$ cat src/design/crf_pkg.sv
// Package for the CPU register file: selectors, flag word layout, widths and reset values.
// Assumes nothing of its surroundings; every design file refers to it by scoped name.
`default_nettype none
package crf_pkg;
    localparam int DATA_W = 16;
    localparam int ADDR20_W = 20;
    localparam int FLAG_W = 11;
    localparam int PRIO_W = 3;
    // Flag word bit positions.
    localparam int FLG_CARRY = 0;
    localparam int FLG_DEBUG = 1;
    localparam int FLG_ZERO = 2;
    localparam int FLG_SIGN = 3;
    localparam int FLG_BANK = 4;
    localparam int FLG_OVFL = 5;
    localparam int FLG_IEN = 6;
    localparam int FLG_STACK = 7;
    localparam int FLG_PRIO_LSB = 8;
    // Bits that hold state; the rest of the 16-bit word is reserved.
    localparam logic [15:0] FLG_IMPL_MASK = 16'h07ff;
    localparam logic [15:0] FLG_RESET = 16'h0000;
    localparam logic [15:0] REG16_RESET = 16'h0000;
    localparam logic [19:0] REG20_RESET = 20'h00000;
    localparam logic [4:0] SWINT_CLR_MAX = 5'h1f;
    // Banked register selector.
    typedef enum logic [2:0] {
        CRF_DATA0, CRF_DATA1, CRF_DATA2, CRF_DATA3, CRF_ADDR0, CRF_ADDR1, CRF_FRAME
    } crf_bank_sel_t;
    // Write width for a banked write.
    typedef enum logic [2:0] {
        CRF_W16, CRF_W8LO, CRF_W8HI, CRF_W32
    } crf_wsize_t;
    // Shared register selector.
    typedef enum logic [2:0] {
        CRF_VTB, CRF_PC, CRF_USP, CRF_ISP, CRF_SB, CRF_FLG, CRF_SP
    } crf_shared_sel_t;
endpackage
`default_nettype wire

$ cat src/design/crf_core.sv
// CPU register file top: two banks, shared pointers, program counter and the flag word.
// Assumes the execution datapath and interrupt acknowledge logic on the same clock drive it.
// Function
// RULE1 - Two banks of data, address and frame registers; one active at a time.
// RULE2 - Four 16-bit data registers; 0 and 1 split in bytes; pairs 0-2, 1-3.
// RULE3 - Two 16-bit address registers, usable for arithmetic, pair into 32 bits; the increment step adds to address 0 only.
// RULE4 - Frame base is 16 bits, base for frame-relative addressing.
// RULE5 - Vector table base is 20 bits holding the vector table start.
// RULE6 - Program counter is 20 bits holding the next instruction address.
// RULE7 - User and interrupt stack pointers are 16 bits; stack flag selects active.
// RULE8 - Static base is 16 bits for static-base-relative addressing.
// RULE9 - Flag word is 11 bits: eight flags plus priority level.
// RULE10 - Carry flag captures carry, borrow or shift-out of each producing operation.
// RULE11 - Controlling logic keeps the debug flag at zero.
// RULE12 - Zero flag is one for a zero result, else zero.
// RULE13 - Sign flag is one for a negative result, else zero.
// RULE14 - Bank flag zero selects bank zero, one selects bank one.
// RULE15 - Overflow flag is one on arithmetic overflow, else zero.
// RULE16 - Maskable interrupts blocked while enable flag is zero.
// RULE17 - Interrupt acknowledge clears the interrupt enable flag.
// RULE18 - Stack flag zero selects interrupt stack, one selects user stack.
// RULE19 - Hardware acknowledge or software interrupt 0 to 31 clears the stack flag.
// RULE20 - Priority level field is 3 bits, levels 0 through 7.
// RULE21 - Interrupt accepted only when its priority exceeds the processor level.
// RULE22 - Writers put zero in reserved flag bits; reads of them are undefined.
// RULE23 - Byte writes keep the other half; pair writes update both in one cycle.
// RULE24 - Equal priority is not accepted; it stays pending.
`default_nettype none
module crf_core #(
    parameter int W = crf_pkg::DATA_W,
    parameter int AW = crf_pkg::ADDR20_W
) (
    input wire logic clk_i,
    input wire logic rst_i,
    // Banked register write and read.
    input wire logic bank_wr_i,
    input wire crf_pkg::crf_bank_sel_t bank_wr_sel_i,
    input wire crf_pkg::crf_wsize_t bank_wr_size_i,
    input wire logic [2*W-1:0] bank_wr_data_i,
    input wire logic addr_inc_i,
    input wire logic [W-1:0] addr_inc_val_i,
    input wire crf_pkg::crf_bank_sel_t bank_rd_sel_i,
    output logic [2*W-1:0] bank_rd_data_o,
    // Shared register write and read.
    input wire logic shared_wr_i,
    input wire crf_pkg::crf_shared_sel_t shared_wr_sel_i,
    input wire logic [AW-1:0] shared_wr_data_i,
    input wire crf_pkg::crf_shared_sel_t shared_rd_sel_i,
    output logic [AW-1:0] shared_rd_data_o,
    input wire logic pc_load_i,
    input wire logic [AW-1:0] pc_next_i,
    // ALU result flags.
    input wire logic alu_carry_upd_i,
    input wire logic alu_carry_i,
    input wire logic alu_arith_upd_i,
    input wire logic [W-1:0] alu_result_i,
    input wire logic alu_ovfl_i,
    // Interrupt request and acknowledge.
    input wire logic irq_req_i,
    input wire logic [2:0] irq_prio_i,
    input wire logic irq_ack_i,
    input wire logic swint_i,
    input wire logic [5:0] swint_num_i,
    output logic irq_accept_o,
    // Direct state outputs.
    output logic [AW-1:0] pc_o,
    output logic [AW-1:0] vector_table_base_o,
    output logic [W-1:0] active_sp_o,
    output logic [W-1:0] static_base_o,
    output logic [W-1:0] frame_base_o,
    output logic [crf_pkg::FLAG_W-1:0] cpu_flag_word_o
);
    logic [W-1:0] bank0_regs [7];
    logic [W-1:0] bank1_regs [7];
    logic [W-1:0] act_regs [7];
    logic [AW-1:0] pc_reg;
    logic [AW-1:0] vtb_reg;
    logic [W-1:0] usp_reg;
    logic [W-1:0] isp_reg;
    logic [W-1:0] sb_reg;
    logic [crf_pkg::FLAG_W-1:0] flg_reg;
    logic bank_flag;
    logic stack_flag;
    logic ien_flag;
    logic [2:0] processor_priority_level;
    logic flg_wr;
    logic sp_wr;

    assign bank_flag = flg_reg[crf_pkg::FLG_BANK];
    assign stack_flag = flg_reg[crf_pkg::FLG_STACK];
    assign ien_flag = flg_reg[crf_pkg::FLG_IEN];
    assign processor_priority_level = flg_reg[crf_pkg::FLG_PRIO_LSB +: crf_pkg::PRIO_W]; // RULE20

    ////////////////////////////////////////////////////////////////////////////
    // Banks. Only the bank named by the bank flag takes writes.
    crf_bank #(.W(W)) u_bank0 (
        .clk_i(clk_i),
        .rst_i(rst_i),
        .wr_en_i(bank_wr_i && !bank_flag), // RULE1 RULE14
        .wr_sel_i(bank_wr_sel_i),
        .wr_size_i(bank_wr_size_i),
        .wr_data_i(bank_wr_data_i),
        .inc_en_i(addr_inc_i && !bank_flag),
        .inc_val_i(addr_inc_val_i),
        .regs_o(bank0_regs)
    );

    crf_bank #(.W(W)) u_bank1 (
        .clk_i(clk_i),
        .rst_i(rst_i),
        .wr_en_i(bank_wr_i && bank_flag), // RULE1 RULE14
        .wr_sel_i(bank_wr_sel_i),
        .wr_size_i(bank_wr_size_i),
        .wr_data_i(bank_wr_data_i),
        .inc_en_i(addr_inc_i && bank_flag),
        .inc_val_i(addr_inc_val_i),
        .regs_o(bank1_regs)
    );

    // Element by element copy of the bank that the bank flag picks.
    always_comb begin
        for (int i = 0; i < 7; i++) begin
            act_regs[i] = bank_flag ? bank1_regs[i] : bank0_regs[i]; // RULE14
        end
    end

    // Read data comes from a flop; a 32-bit pair reads low register in the low half.
    always_ff @(posedge clk_i) begin
        if (rst_i) begin
            bank_rd_data_o <= '0;
        end else begin
            case (bank_rd_sel_i)
                crf_pkg::CRF_DATA0, crf_pkg::CRF_DATA2: begin
                    bank_rd_data_o <= {act_regs[2], act_regs[0]}; // RULE2
                end
                crf_pkg::CRF_DATA1, crf_pkg::CRF_DATA3: begin
                    bank_rd_data_o <= {act_regs[3], act_regs[1]};
                end
                crf_pkg::CRF_ADDR0, crf_pkg::CRF_ADDR1: begin
                    bank_rd_data_o <= {act_regs[5], act_regs[4]}; // RULE3
                end
                default: begin
                    bank_rd_data_o <= {{W{1'b0}}, act_regs[6]}; // RULE4
                end
            endcase
        end
    end

    ////////////////////////////////////////////////////////////////////////////
    // Shared registers.
    assign sp_wr = shared_wr_i && shared_wr_sel_i == crf_pkg::CRF_SP;
    assign flg_wr = shared_wr_i && shared_wr_sel_i == crf_pkg::CRF_FLG;

    always_ff @(posedge clk_i) begin
        if (rst_i) begin
            pc_reg <= crf_pkg::REG20_RESET;
        end else if (pc_load_i) begin
            pc_reg <= pc_next_i; // RULE6
        end else if (shared_wr_i && shared_wr_sel_i == crf_pkg::CRF_PC) begin
            pc_reg <= shared_wr_data_i;
        end
    end

    always_ff @(posedge clk_i) begin
        if (rst_i) begin
            vtb_reg <= crf_pkg::REG20_RESET;
            sb_reg <= crf_pkg::REG16_RESET;
        end else if (shared_wr_i) begin
            if (shared_wr_sel_i == crf_pkg::CRF_VTB) begin
                vtb_reg <= shared_wr_data_i; // RULE5
            end
            if (shared_wr_sel_i == crf_pkg::CRF_SB) begin
                sb_reg <= shared_wr_data_i[W-1:0]; // RULE8
            end
        end
    end

    // The active-pointer alias writes whichever pointer the stack flag picks.
    always_ff @(posedge clk_i) begin
        if (rst_i) begin
            usp_reg <= crf_pkg::REG16_RESET;
            isp_reg <= crf_pkg::REG16_RESET;
        end else if (shared_wr_i) begin
            if (shared_wr_sel_i == crf_pkg::CRF_USP || (sp_wr && stack_flag)) begin
                usp_reg <= shared_wr_data_i[W-1:0]; // RULE7
            end
            if (shared_wr_sel_i == crf_pkg::CRF_ISP || (sp_wr && !stack_flag)) begin
                isp_reg <= shared_wr_data_i[W-1:0]; // RULE7
            end
        end
    end

    assign active_sp_o = stack_flag ? usp_reg : isp_reg; // RULE7 RULE18

    ////////////////////////////////////////////////////////////////////////////
    // Flag word. Hardware events override a same-cycle software write of the same bits.
    always_ff @(posedge clk_i) begin
        if (rst_i) begin
            flg_reg <= crf_pkg::FLG_RESET[crf_pkg::FLAG_W-1:0];
        end else begin
            if (flg_wr) begin
                // Reserved bits above the word are dropped, so they never hold state.
                flg_reg <= shared_wr_data_i[crf_pkg::FLAG_W-1:0]; // RULE9 RULE22
            end
            if (alu_carry_upd_i) begin
                flg_reg[crf_pkg::FLG_CARRY] <= alu_carry_i; // RULE10
            end
            if (alu_arith_upd_i) begin
                flg_reg[crf_pkg::FLG_ZERO] <= alu_result_i == '0; // RULE12
                flg_reg[crf_pkg::FLG_SIGN] <= alu_result_i[W-1]; // RULE13
                flg_reg[crf_pkg::FLG_OVFL] <= alu_ovfl_i; // RULE15
            end
            if (irq_ack_i) begin
                flg_reg[crf_pkg::FLG_IEN] <= 1'b0; // RULE17
                flg_reg[crf_pkg::FLG_STACK] <= 1'b0; // RULE19
            end
            if (swint_i && swint_num_i <= {1'b0, crf_pkg::SWINT_CLR_MAX}) begin
                flg_reg[crf_pkg::FLG_STACK] <= 1'b0; // RULE19
            end
        end
    end

    // Accept only enabled requests strictly above the current level; equal stays pending.
    assign irq_accept_o = irq_req_i && ien_flag && (irq_prio_i > processor_priority_level); // RULE16 RULE21 RULE24

    ////////////////////////////////////////////////////////////////////////////
    // Shared read port, registered.
    always_ff @(posedge clk_i) begin
        if (rst_i) begin
            shared_rd_data_o <= '0;
        end else begin
            case (shared_rd_sel_i)
                crf_pkg::CRF_VTB: shared_rd_data_o <= vtb_reg;
                crf_pkg::CRF_PC: shared_rd_data_o <= pc_reg;
                crf_pkg::CRF_USP: shared_rd_data_o <= {4'h0, usp_reg};
                crf_pkg::CRF_ISP: shared_rd_data_o <= {4'h0, isp_reg};
                crf_pkg::CRF_SB: shared_rd_data_o <= {4'h0, sb_reg};
                crf_pkg::CRF_FLG: shared_rd_data_o <= {9'h000, flg_reg}; // RULE22
                default: shared_rd_data_o <= {4'h0, active_sp_o};
            endcase
        end
    end

    assign pc_o = pc_reg;
    assign vector_table_base_o = vtb_reg;
    assign static_base_o = sb_reg;
    assign frame_base_o = act_regs[6]; // RULE4
    assign cpu_flag_word_o = flg_reg;

    ////////////////////////////////////////////////////////////////////////////
    chk_ack_clears_flags: assert property (@(posedge clk_i) disable iff (rst_i) // RULE17
        irq_ack_i |=> !ien_flag && !stack_flag)
        else $error("acknowledge did not clear enable and stack flags");

    chk_swint_stack_clear: assert property (@(posedge clk_i) disable iff (rst_i) // RULE19
        swint_i && swint_num_i < 6'h20 |=> !stack_flag)
        else $error("software interrupt below 32 did not clear stack flag");

    chk_equal_prio_pending: assert property (@(posedge clk_i) disable iff (rst_i) // RULE24
        irq_prio_i == processor_priority_level |-> !irq_accept_o)
        else $error("equal priority request was accepted");

    chk_accept_needs_ien: assert property (@(posedge clk_i) disable iff (rst_i) // RULE16
        irq_accept_o |-> ien_flag && irq_prio_i > processor_priority_level)
        else $error("interrupt accepted while blocked");

    chk_zero_flag: assert property (@(posedge clk_i) disable iff (rst_i) // RULE12
        alu_arith_upd_i && !irq_ack_i |=> flg_reg[crf_pkg::FLG_ZERO] == ($past(alu_result_i) == '0))
        else $error("zero flag does not match result");

    chk_sign_ovfl: assert property (@(posedge clk_i) disable iff (rst_i) // RULE13
        alu_arith_upd_i |=> flg_reg[crf_pkg::FLG_SIGN] == $past(alu_result_i[W-1])
            && flg_reg[crf_pkg::FLG_OVFL] == $past(alu_ovfl_i))
        else $error("sign or overflow flag wrong");

    chk_carry_capture: assert property (@(posedge clk_i) disable iff (rst_i) // RULE10
        alu_carry_upd_i |=> flg_reg[crf_pkg::FLG_CARRY] == $past(alu_carry_i))
        else $error("carry flag not captured");

    chk_active_sp_sel: assert property (@(posedge clk_i) disable iff (rst_i) // RULE18
        active_sp_o == (flg_reg[crf_pkg::FLG_STACK] ? usp_reg : isp_reg))
        else $error("active stack pointer wrong");

    chk_pc_load: assert property (@(posedge clk_i) disable iff (rst_i) // RULE6
        pc_load_i |=> pc_o == $past(pc_next_i))
        else $error("program counter did not load");

    chk_bank_isolation: assert property (@(posedge clk_i) disable iff (rst_i) // RULE1
        bank_wr_i && !bank_flag && !addr_inc_i |=> $stable(bank1_regs[0]))
        else $error("inactive bank changed on write");

    // A write through the pointer alias must show on the active pointer output one cycle later.
    chk_sp_alias_write: assert property (@(posedge clk_i) disable iff (rst_i) // RULE7
        shared_wr_i && shared_wr_sel_i == crf_pkg::CRF_SP && !irq_ack_i && !swint_i
        |=> active_sp_o == $past(shared_wr_data_i[W-1:0]))
        else $error("write through the active pointer alias was lost");
    chk_bank0_isolation: assert property (@(posedge clk_i) disable iff (rst_i) // RULE1
        bank_wr_i && bank_flag && !addr_inc_i |=> $stable(bank0_regs[0]))
        else $error("inactive bank zero changed on write");
    chk_byte_half_kept: assert property (@(posedge clk_i) disable iff (rst_i) // RULE23
        bank_wr_i && !bank_flag && bank_wr_size_i == crf_pkg::CRF_W8LO && bank_wr_sel_i == crf_pkg::CRF_DATA0
        |=> $stable(bank0_regs[0][W-1:W/2]))
        else $error("byte write disturbed the other half");
    chk_pair_write: assert property (@(posedge clk_i) disable iff (rst_i) // RULE23
        bank_wr_i && !bank_flag && bank_wr_size_i == crf_pkg::CRF_W32 && bank_wr_sel_i == crf_pkg::CRF_DATA0
        |=> bank0_regs[0] == $past(bank_wr_data_i[W-1:0]) && bank0_regs[2] == $past(bank_wr_data_i[2*W-1:W]))
        else $error("pair write did not load both registers");
    chk_flag_read_reserved: assert property (@(posedge clk_i) disable iff (rst_i) // RULE22
        shared_rd_sel_i == crf_pkg::CRF_FLG |=> shared_rd_data_o[AW-1:crf_pkg::FLAG_W] == '0)
        else $error("reserved flag bits read back nonzero");
    chk_swint_high_keeps: assert property (@(posedge clk_i) disable iff (rst_i) // RULE19
        swint_i && swint_num_i > 6'h1f && !irq_ack_i && !flg_wr |=> $stable(stack_flag))
        else $error("software interrupt above 31 changed the stack flag");
endmodule
`default_nettype wire

$ cat src/design/crf_bank.sv
// One register bank: four data registers, two address registers and a frame base.
// Assumes the parent decodes bank selection and only asserts write enable for the active bank.
`default_nettype none
module crf_bank #(
    parameter int W = 16
) (
    input wire logic clk_i,
    input wire logic rst_i,
    input wire logic wr_en_i,
    input wire crf_pkg::crf_bank_sel_t wr_sel_i,
    input wire crf_pkg::crf_wsize_t wr_size_i,
    input wire logic [2*W-1:0] wr_data_i,
    input wire logic inc_en_i,
    input wire logic [W-1:0] inc_val_i,
    output logic [W-1:0] regs_o [7]
);
    logic [W-1:0] regs_reg [7];

    ////////////////////////////////////////////////////////////////////////////
    // Byte writes keep the other half; 32-bit writes load both halves of a pair at once.
    always_ff @(posedge clk_i) begin
        if (rst_i) begin
            for (int i = 0; i < 7; i++) begin
                regs_reg[i] <= crf_pkg::REG16_RESET;
            end
        end else if (wr_en_i) begin
            case (wr_size_i)
                crf_pkg::CRF_W8LO: begin
                    regs_reg[wr_sel_i][W/2-1:0] <= wr_data_i[W/2-1:0]; // RULE2 RULE23
                end
                crf_pkg::CRF_W8HI: begin
                    regs_reg[wr_sel_i][W-1:W/2] <= wr_data_i[W/2-1:0]; // RULE23
                end
                crf_pkg::CRF_W32: begin
                    // Pairs: data 0 with 2, data 1 with 3, address 0 with 1.
                    case (wr_sel_i)
                        crf_pkg::CRF_DATA0, crf_pkg::CRF_DATA2: begin
                            regs_reg[0] <= wr_data_i[W-1:0]; // RULE2 RULE23
                            regs_reg[2] <= wr_data_i[2*W-1:W];
                        end
                        crf_pkg::CRF_DATA1, crf_pkg::CRF_DATA3: begin
                            regs_reg[1] <= wr_data_i[W-1:0];
                            regs_reg[3] <= wr_data_i[2*W-1:W];
                        end
                        crf_pkg::CRF_ADDR0, crf_pkg::CRF_ADDR1: begin
                            regs_reg[4] <= wr_data_i[W-1:0]; // RULE3
                            regs_reg[5] <= wr_data_i[2*W-1:W];
                        end
                        default: begin
                            regs_reg[wr_sel_i] <= wr_data_i[W-1:0];
                        end
                    endcase
                end
                default: begin
                    regs_reg[wr_sel_i] <= wr_data_i[W-1:0];
                end
            endcase
        end else if (inc_en_i) begin
            // Address register 0 arithmetic adds a signed step without a full write.
            regs_reg[4] <= regs_reg[4] + inc_val_i; // RULE3
        end
    end

    assign regs_o = regs_reg;
endmodule
`default_nettype wire

$ cat config.mk
export PLATFORM = sky130hd
export DESIGN_NAME = crf_core
export DESIGN_NICKNAME = d
export VERILOG_FILES = /design/src/design/crf_pkg.sv /design/src/design/crf_core.sv /design/src/design/crf_bank.sv
export SDC_FILE = /design/constraint.sdc
export NUM_CORES = 1
export LEC_CHECK = 0
export BUFFER_PORTS_ARGS = -buffer_cell sky130_fd_sc_hd__buf_2
export CORE_MARGIN = 10
export CORE_UTILIZATION = 55
export CTS_BUF_LIST = sky130_fd_sc_hd__clkbuf_16
export DETAILED_ROUTE_END_ITERATION = 12
export PLACE_DENSITY = 0.77
export SETUP_SLACK_MARGIN = 0.05
export SYNTH_ARGS = -nofsm -noshare
export SYNTH_HDL_FRONTEND = slang
export SYNTH_SLANG_ARGS = --single-unit
$ cat constraint.sdc
create_clock -name clk_i -period 3 [get_ports clk_i]
set_clock_uncertainty 0.05 [all_clocks]
set_input_delay 0.15 -clock clk_i [delete_from_list [all_inputs] [get_ports clk_i]]
set_output_delay 0.15 -clock clk_i [all_outputs]
set_load 0.01 [all_outputs]
Yosys cells after proc, flatten, opt, wreduce, memory -nomap -nowiden --
Index checks and enable logic that the tools add are counted.
Cells by class: $add $sub $neg 2, magnitude comparators 4, equality and inequality tests 30, muxes and demuxes 46, bitwise logic cells 1, reductions and logical operators 53
Operator list (number):
- bitwise mux 112 bit | 6
- one-hot mux 112 bit (3 select lines) | 2
- 2-to-1 mux 16 bit | 16
- one-hot mux 16 bit (2 select lines) | 8
- demux 16 bit (select 3 bit) | 3
- one-hot mux 32 bit (2 select lines) | 2
- one-hot mux 20 bit (6 select lines) | 1
- one-hot mux 32 bit (3 select lines) | 1
- 2-to-1 mux 20 bit | 2
- adder 16 bit | 2
- == test 3 x 2 -> 1 bit (second input constant) | 10
- AND reduction 2 bit | 14
- == test 3 bit (second input constant) | 9
- zero test 16 bit | 1
- == test 3 x 1 -> 1 bit (second input constant) | 5
- OR reduction 2 bit | 7
- logical AND 1 bit | 13
- zero test 3 bit | 4
- OR reduction 4 bit | 3
- nonzero test 2 bit | 5
- 2-to-1 mux 8 bit | 1
- inequality test 2 bit (second input constant) | 4
- <= comparator 6 x 5 -> 1 bit (second input constant) | 1
- 2-to-1 mux 6 bit | 1
- other kinds (11) | 15
Word-level totals: bits in registers 375, output and inout bits 152

Logic depth before layout (Yosys ltp) --
Gate-level depths: netlist of run 1.
depth after elaboration 9, mapped depth 10

Cells and area by module --
Synthesis of run 1 repeated with hierarchy kept, for this count alone.
Second synthesis, totals: cells, all modules 2839, area total of the unflattened synthesis 23367.4 µm²
By module, submodules not included:
- crf_core | instances 1, cells each 945, area each 8594.5 µm², sequential area each 3022.9 µm²
- crf_bank (u_bank1) | instances 1, cells each 958, area each 7424.6 µm², sequential area each 2242.2 µm²
- crf_bank (u_bank0) | instances 1, cells each 936, area each 7348.3 µm², sequential area each 2242.2 µm²

Worst setup path after synthesis of run 1 --
No wires, ideal clock.
path type register to register, start register u_bank0.regs_reg (netlist bit u_bank0.regs_o[32]), end register u_bank0.regs_reg (netlist bit u_bank0.regs_o[40]), setup time 0.133 ns, data arrival time 2.073 ns, data required time 2.817 ns, path slack 0.745 ns, cell stages (with the launch flop) 10, period minus slack after synthesis 2.255 ns, path through dfxtp_1 ha_1 fa_1 a21o_1 a21oi_1 nor2b_1 o21a_1 o41ai_1 xor2_1 a21oi_1
On the way: longest elaborated chain between the ends 3
Ends and longest elaborated chain:
- from (decl) | RTL line crf_bank.sv:17 | logic [W-1:0] regs_reg [7];
- from (signal, indexed assignment) | RTL line crf_bank.sv:24 | regs_reg[i] <= crf_pkg::REG16_RESET;
- from (signal, indexed assignment) | RTL line crf_bank.sv:29 | regs_reg[wr_sel_i][W/2-1:0] <= wr_data_i[W/2-1:0];
- from (signal, indexed assignment) | RTL line crf_bank.sv:32 | regs_reg[wr_sel_i][W-1:W/2] <= wr_data_i[W/2-1:0];
- adder 16 bit | RTL line crf_bank.sv:60 | regs_reg[4] <= regs_reg[4] + inc_val_i;
- 2-to-1 mux 16 bit | RTL line crf_bank.sv:58 | end else if (inc_en_i) begin
- 2-to-1 mux 16 bit | RTL line crf_bank.sv:26 | end else if (wr_en_i) begin
Every way passes these cells. The select of a mux whose other input is x is not followed. A chain may end at the register's enable or synchronous reset.

Worst setup path after layout of run 1 --
start register flg_reg (netlist bit cpu_flag_word_o[4]), end output frame_base_o[2]
On the way: longest elaborated chain between the ends 1
Ends and longest elaborated chain:
- from (decl) | RTL line crf_core.sv:81 | logic [crf_pkg::FLAG_W-1:0] flg_reg;
- from (signal assigned) | RTL line crf_core.sv:199 | flg_reg <= crf_pkg::FLG_RESET[crf_pkg::FLAG_W-1:0];
- from (signal assigned) | RTL line crf_core.sv:203 | flg_reg <= shared_wr_data_i[crf_pkg::FLAG_W-1:0];
- from (signal, indexed assignment) | RTL line crf_core.sv:206 | flg_reg[crf_pkg::FLG_CARRY] <= alu_carry_i;
- 2-to-1 mux 16 bit | RTL line crf_core.sv:123 | act_regs[i] = bank_flag ? bank1_regs[i] : bank0_regs[i];
- to (decl) | RTL line crf_core.sv:70 | output logic [W-1:0] frame_base_o,
Every way passes these cells.

==> results of run 1 <==
worst max path at each step:
| stage | start | endpoint | cells past startpoint |
|---|---|---|---|
| after floorplan | u_bank0.regs_o[32] | u_bank0.regs_o[40] | 9 |
| after global routing | u_bank0.regs_o[32] | u_bank0.regs_o[44] | 9 |
| final | cpu_flag_word_o[4] | frame_base_o[2] | 3 |
| after global placement | u_bank0.regs_o[32] | u_bank0.regs_o[40] | 9 |
| after detailed placement | bank_wr_size_i[1] | u_bank0.regs_o[28] | 8 |
| after CTS | cpu_flag_word_o[4] | frame_base_o[2] | 3 |
power by group through the flow:
stage	clock, uW	combinational [uW]	sequential (uW)
6_report	5170	2010	5220
5_1_grt	5390	2120	5220
4_1_cts	5180	1920	5210
3_5_place_dp	0	1830	5320
3_3_place_gp	0	1790	5310
2_1_floorplan	0	1140	5300
placed cells by master, fill, tap and decap left out, types with 14 or more instances in the layout:
cell | netlist | final
a21oi_1 | 291 | 291
clkbuf_16 | 0 | 43
mux2i_1 | 223 | 223
a32oi_1 | 14 | 14
a21o_1 | 18 | 18
nor3_1 | 16 | 15
a221oi_1 | 34 | 34
dfxtp_1 | 375 | 374
buf_4 | 4 | 85
o21a_1 | 21 | 21
nand2b_1 | 14 | 14
o21ai_0 | 306 | 306
o22ai_1 | 20 | 20
nand3_1 | 47 | 47
a31oi_1 | 72 | 72
mux2_2 | 34 | 34
nand2_1 | 328 | 328
and2_1 | 14 | 14
a22oi_1 | 36 | 36
dlygate4sd3_1 | 0 | 71
inv_1 | 22 | 25
ha_1 | 33 | 33
o22a_1 | 15 | 15
xnor2_1 | 15 | 15
nor2_1 | 353 | 352
nor2b_1 | 33 | 33
buf_2 | 58 | 284
worst max-delay path, stage by stage (launching register included):
cell     delay [ns]
dfxtp_4        0.61
buf_4          0.67
mux2_2         0.45
buf_2          0.15
cell type report:
cell class,instances,share of cell area
clock inverters,28,0.0104
diodes,5,0.000493
inverters,24,0.00355
flip-flops and latches,375,0.296
repair buffers,446,0.114
multi-input cells,2138,0.508
well taps,518,0.0256
clock buffers,43,0.0424
layer usage:
layer  global-route usage  wire length, um
met5                    0                0
met4                0.202             5270
met3               0.0925            11500
met2                0.534            38600
met1                0.453            33000
stage by stage:
stage               total power, uW  hold WS [ns]  cells
global placement               7100         0.283   3430
global route                  12700        0.0293   3575
detailed placement             7150         0.300   3430
finish                        12400        0.0226   3577
CTS                           12300       0.00271   3572
floorplan                      6440         0.179   2762
what timing repair did:
item | in CTS | in global routing
hold buffers | 71 | 0
endpoints found under the hold margin | 138 | 0
setup endpoints to repair | 0 | 0
cell families after synthesis:
kind of cell / share of synthesized area
buf+inv: 0.0491
mux: 0.123
compound gates: 0.268
simple gates: 0.179
fa+ha+maj: 0.0212
flops: 0.351
xor+xnor: 0.00900
==> results.cfg, run 1 <==
[drt]
drcViolationCount = 0
drtAntennaViolNets = 0
via_per_inst = 6.69
vias = 23900
drtIter0Drc = 3688
wl_per_cell_um = 24.7
first_pass_iters = 8
drt-total-wl_mm = 88.4

[yosys]
async_reset_ff_frac = 0
synth_cell_types = 81
synth_area_leader_cell = dfxtp_1
ys_seq_area_frac = 0.351
synth_area_leaders = dfxtp_1, mux2i_1, o21ai_0, a21oi_1, nor2_1
syn_area_per_cell_sq_um = 7.75
synth_most_common_cell = dfxtp_1
yosys_warnings = 0
netlist_area_sq_um = 21400
yosys.area.top_type_share = 0.351
synth-edff-count = 0
synth_common_cells = dfxtp_1, nor2_1, nand2_1
synth_seq_cells = 375
netlist_instances = 2762
synth-main-ff-cell = dfxtp_1
syn_nets = 2938

[clock_tree]
cts_tree = built
cts_setup_buffers = 0
cts_buffer_depth = 3
path_clk_slew_ns = 0.06
cts_inserted_buffers = 42
htreeDepth = 2
cts.repair.resized = 0
insertion_delay_ns = 0.59
clock-root-buffer = clkbuf_16
cts_sinks = 375

[worst_setup_path]
crit_type = register to primary output
reg2reg_slack_ns = 0.39
r2r-end = u_bank1.regs_o[102]
r2r_cells = 5
worst_ep_arrival_time_ns = 2.50
path_max_fanout = 44
worstPathRequired_ns = 2.80
r2r-start = cpu_flag_word_o[4]
end_kind = primary output
start_kind = register

[sta]
fmax_mhz = 370
setup_tns_ns = 0
fin_ws_ns = 0.297
setup_violations = 0
rsz0062_at_grt = false
timing.slew.headroom = 0.242
post-route-min-period_ns = 2.70
hold_viol_final = 0
worst_slew_pin_slew_ns = 1.14
finalCritPeriodShare = 0.901
drv_slew = 0

[power]
power.switching_uw = 3590
p_seq_frac = 0.421
intPower_uw = 8810
cellLeakagePower_uw = 0.0100
clkPwrFrac = 0.417
pwr-share-comb = 0.162
p_per_area_nw_per_um2 = 489
peakVddDrop_mv = 0.508
switching_share = 0.290

[run]
drv_cap = 0

[worst_hold_path]
holdPathEnd = vector_table_base_o[2]
whs_path_depth = 4
hold_start = shared_wr_sel_i[2]
hold_path_class = input pin to register

[finish]
finalNetCount = 3203
seq_area_sq_um = 7510
postLayoutCellArea_sq_um = 25400
num-fill-cells = 3289
area_growth_pct = 18.4
drive_gt1_frac = 0.169
multi_input_area_sq_um = 12900
utilization = 0.658

[global_routing]
grt_usage = 0.355
antenna_found_initial = 4
grt_pass1_vias = 23000
grt-ovfl-total = 0
grt_first_pass_wirelength_mm = 133
grt_max_degree = 163

[die]
pin_count = 293
die-height_um = 217
coreArea_sq_um = 38600
die_x_um = 217
row_count = 72
fp.dieArea_sq_um = 47200
start_util = 0.555

[placed_design]
pre_cts_ws_ns = 0.475
gp_congestion = 1.01
numPortBuffers = 287
place_area_sq_um = 23300
hpwl_mm = 59.1

[outcome]
status = finished, final reports clean
No activity file was read; power rests on OpenSTA's default activity.
==> inputs of run 2 (changes only) <==
- CORE_UTILIZATION: 55 -> 30
- PLACE_DENSITY: 0.77 -> 0.44
==> results.cfg, run 2 (synthesis results as in run 1) <==
[power]
pwr-share-comb = 0.163
intPower_uw = 8930
p_seq_frac = 0.407
power.switching_uw = 3900
cellLeakagePower_uw = 0.0103
peakVddDrop_mv = 0.408
p_per_area_nw_per_um2 = 486
clkPwrFrac = 0.430
switching_share = 0.304

[clock_tree]
cts_setup_buffers = 0
insertion_delay_ns = 0.60
path_clk_slew_ns = 0.06
cts_sinks = 375
clock-root-buffer = clkbuf_16
htreeDepth = 2
cts_inserted_buffers = 49
cts_tree = built
cts_buffer_depth = 3

[worst_setup_path]
worst_ep_arrival_time_ns = 3.00
path_max_fanout = 3
worstSetupEndpoint = u_bank0.regs_o[46]
start_kind = register
critPathBufInv = 0
crit_path_start = u_bank0.regs_o[32]
r2r-start = u_bank0.regs_o[32]
crit_type = register to register
reg2reg_slack_ns = 0.40
r2r_cells = 9
worstPathRequired_ns = 3.40
cp.depth = 9
end_kind = register
r2r-end = u_bank0.regs_o[46]
path_cells = ha_1 -> fa_1 -> a21o_1 -> a21oi_1 -> nor4b_1 -> nand3b_1 -> o211ai_1 -> and3_1 -> o32ai_1
slowest_delay_ns = 0.41
critPathTopFamily = compound AO/OA/AOI/OAI gates
cpMaxStageDelayCell = fa_1

[outcome]
status = finished, final reports clean

[die]
coreArea_sq_um = 70400
row_count = 97
fp.dieArea_sq_um = 82500
die_x_um = 287
die-height_um = 287
start_util = 0.304
pin_count = 293

[global_routing]
grt_max_degree = 132
grt_pass1_vias = 22600
grt_usage = 0.232
grt_first_pass_wirelength_mm = 148
grt-ovfl-total = 0
antenna_found_initial = 5

[sta]
setup_tns_ns = 0
setup_violations = 0
rsz0062_at_grt = false
fmax_mhz = 385
worst_slew_pin_slew_ns = 1.11
post-route-min-period_ns = 2.60
hold_viol_final = 0
finalCritPeriodShare = 0.866
drv_slew = 0
whs_ns = 0.0367
timing.slew.headroom = 0.252

[drt]
vias = 23200
via_per_inst = 5.72
wl_per_cell_um = 24.7
drt-total-wl_mm = 100
drtIter0Drc = 2671
drcViolationCount = 0
drtAntennaViolNets = 0
first_pass_iters = 9

[finish]
drive_gt1_frac = 0.176
stdcell_count = 4057
utilization = 0.375
final_common_cell = dfxtp_1
area_growth_pct = 23.4
finalNetCount = 3256
mostFrequentLayoutCells = dfxtp_1, nor2_1, nand2_1, o21ai_0, a21oi_1

[placed_design]
numPortBuffers = 287
gp_congestion = 0.925
dpl.cell_count = 3876
hpwl_mm = 71.4

[run]
drv_cap = 0

[worst_hold_path]
hold_path_class = input pin to register
[run 2: cell count changes in the layout (fill, tap and decap cells not counted), moves of 4 or more]
cell,change
inv_1,+7
dlygate4sd3_1,+22
clkbuf_16,+7
clkinv_2,+4
bufinv_16,-4
buf_4,+24
[run 2: power by group through the flow]
stage	Clock, uW	Sequential (uW)	Combinational [uW]
floorplan	0	5300	1140
finish	5520	5220	2100
detailed placement	0	5320	1940
global placement	0	5320	1930
CTS	5640	5220	2060
global route	5870	5230	2240
[run 2: layout make-up]
cell class | instances | area (sq um)
flip-flops and latches | 375 | 7510
clock inverters | 36 | 215
multi-input cells | 2138 | 12900
inverters | 24 | 90.1
diodes | 2 | 5.00
repair buffers | 492 | 3290
well taps | 940 | 1180
fillers | 7442 | 44000
clock buffers | 50 | 1250
[run 2: how the worst min path moves through the flow]
stage | startpoint | end | slack [ns] | depth (start not counted)
after floorplan | irq_ack_i | cpu_flag_word_o[6] | 0.18 | 1
after CTS | bank_wr_data_i[23] | u_bank0.regs_o[23] | 0.004 | 5
final | bank_wr_data_i[20] | u_bank0.regs_o[20] | 0.04 | 5
after global placement | pc_next_i[16] | pc_o[16] | 0.33 | 3
after global routing | bank_wr_data_i[17] | u_bank0.regs_o[17] | 0.05 | 5
after detailed placement | pc_next_i[18] | pc_o[18] | 0.33 | 3
[run 2: worst min-delay path: cells and delay by family]
family	cells	cell delay, ns
AOI/OAI and AO/OA	3	0.28
buffers and inverters	1	0.12
and+or+nand+nor	1	0.09
[run 2: timing repair]
item,in CTS,in global routing
resized for setup,0,0
hold buffers,93,0
endpoints found under the hold margin,155,0
[run 2: per-layer routing]
metal / share of wire / GRT usage / vias up
li1: - / - / 10600
met1: 0.44 / 0.318 / 11400
met2: 0.45 / 0.366 / 1035
met3: 0.075 / 0.0348 / 193
met4: 0.032 / 0.0758 / 6
met5: 0.00034 / 0 / -
[run 2: stage by stage]
stage | area [sq um] | setup WS [ns] | total power [uW]
floorplan | 21400 | 0.745 | 6440
global placement | 24000 | 0.460 | 7250
detailed placement | 24000 | 0.413 | 7270
CTS | 26400 | 0.385 | 12900
global route | 26400 | 0.187 | 13300
finish | 26400 | 0.402 | 12800
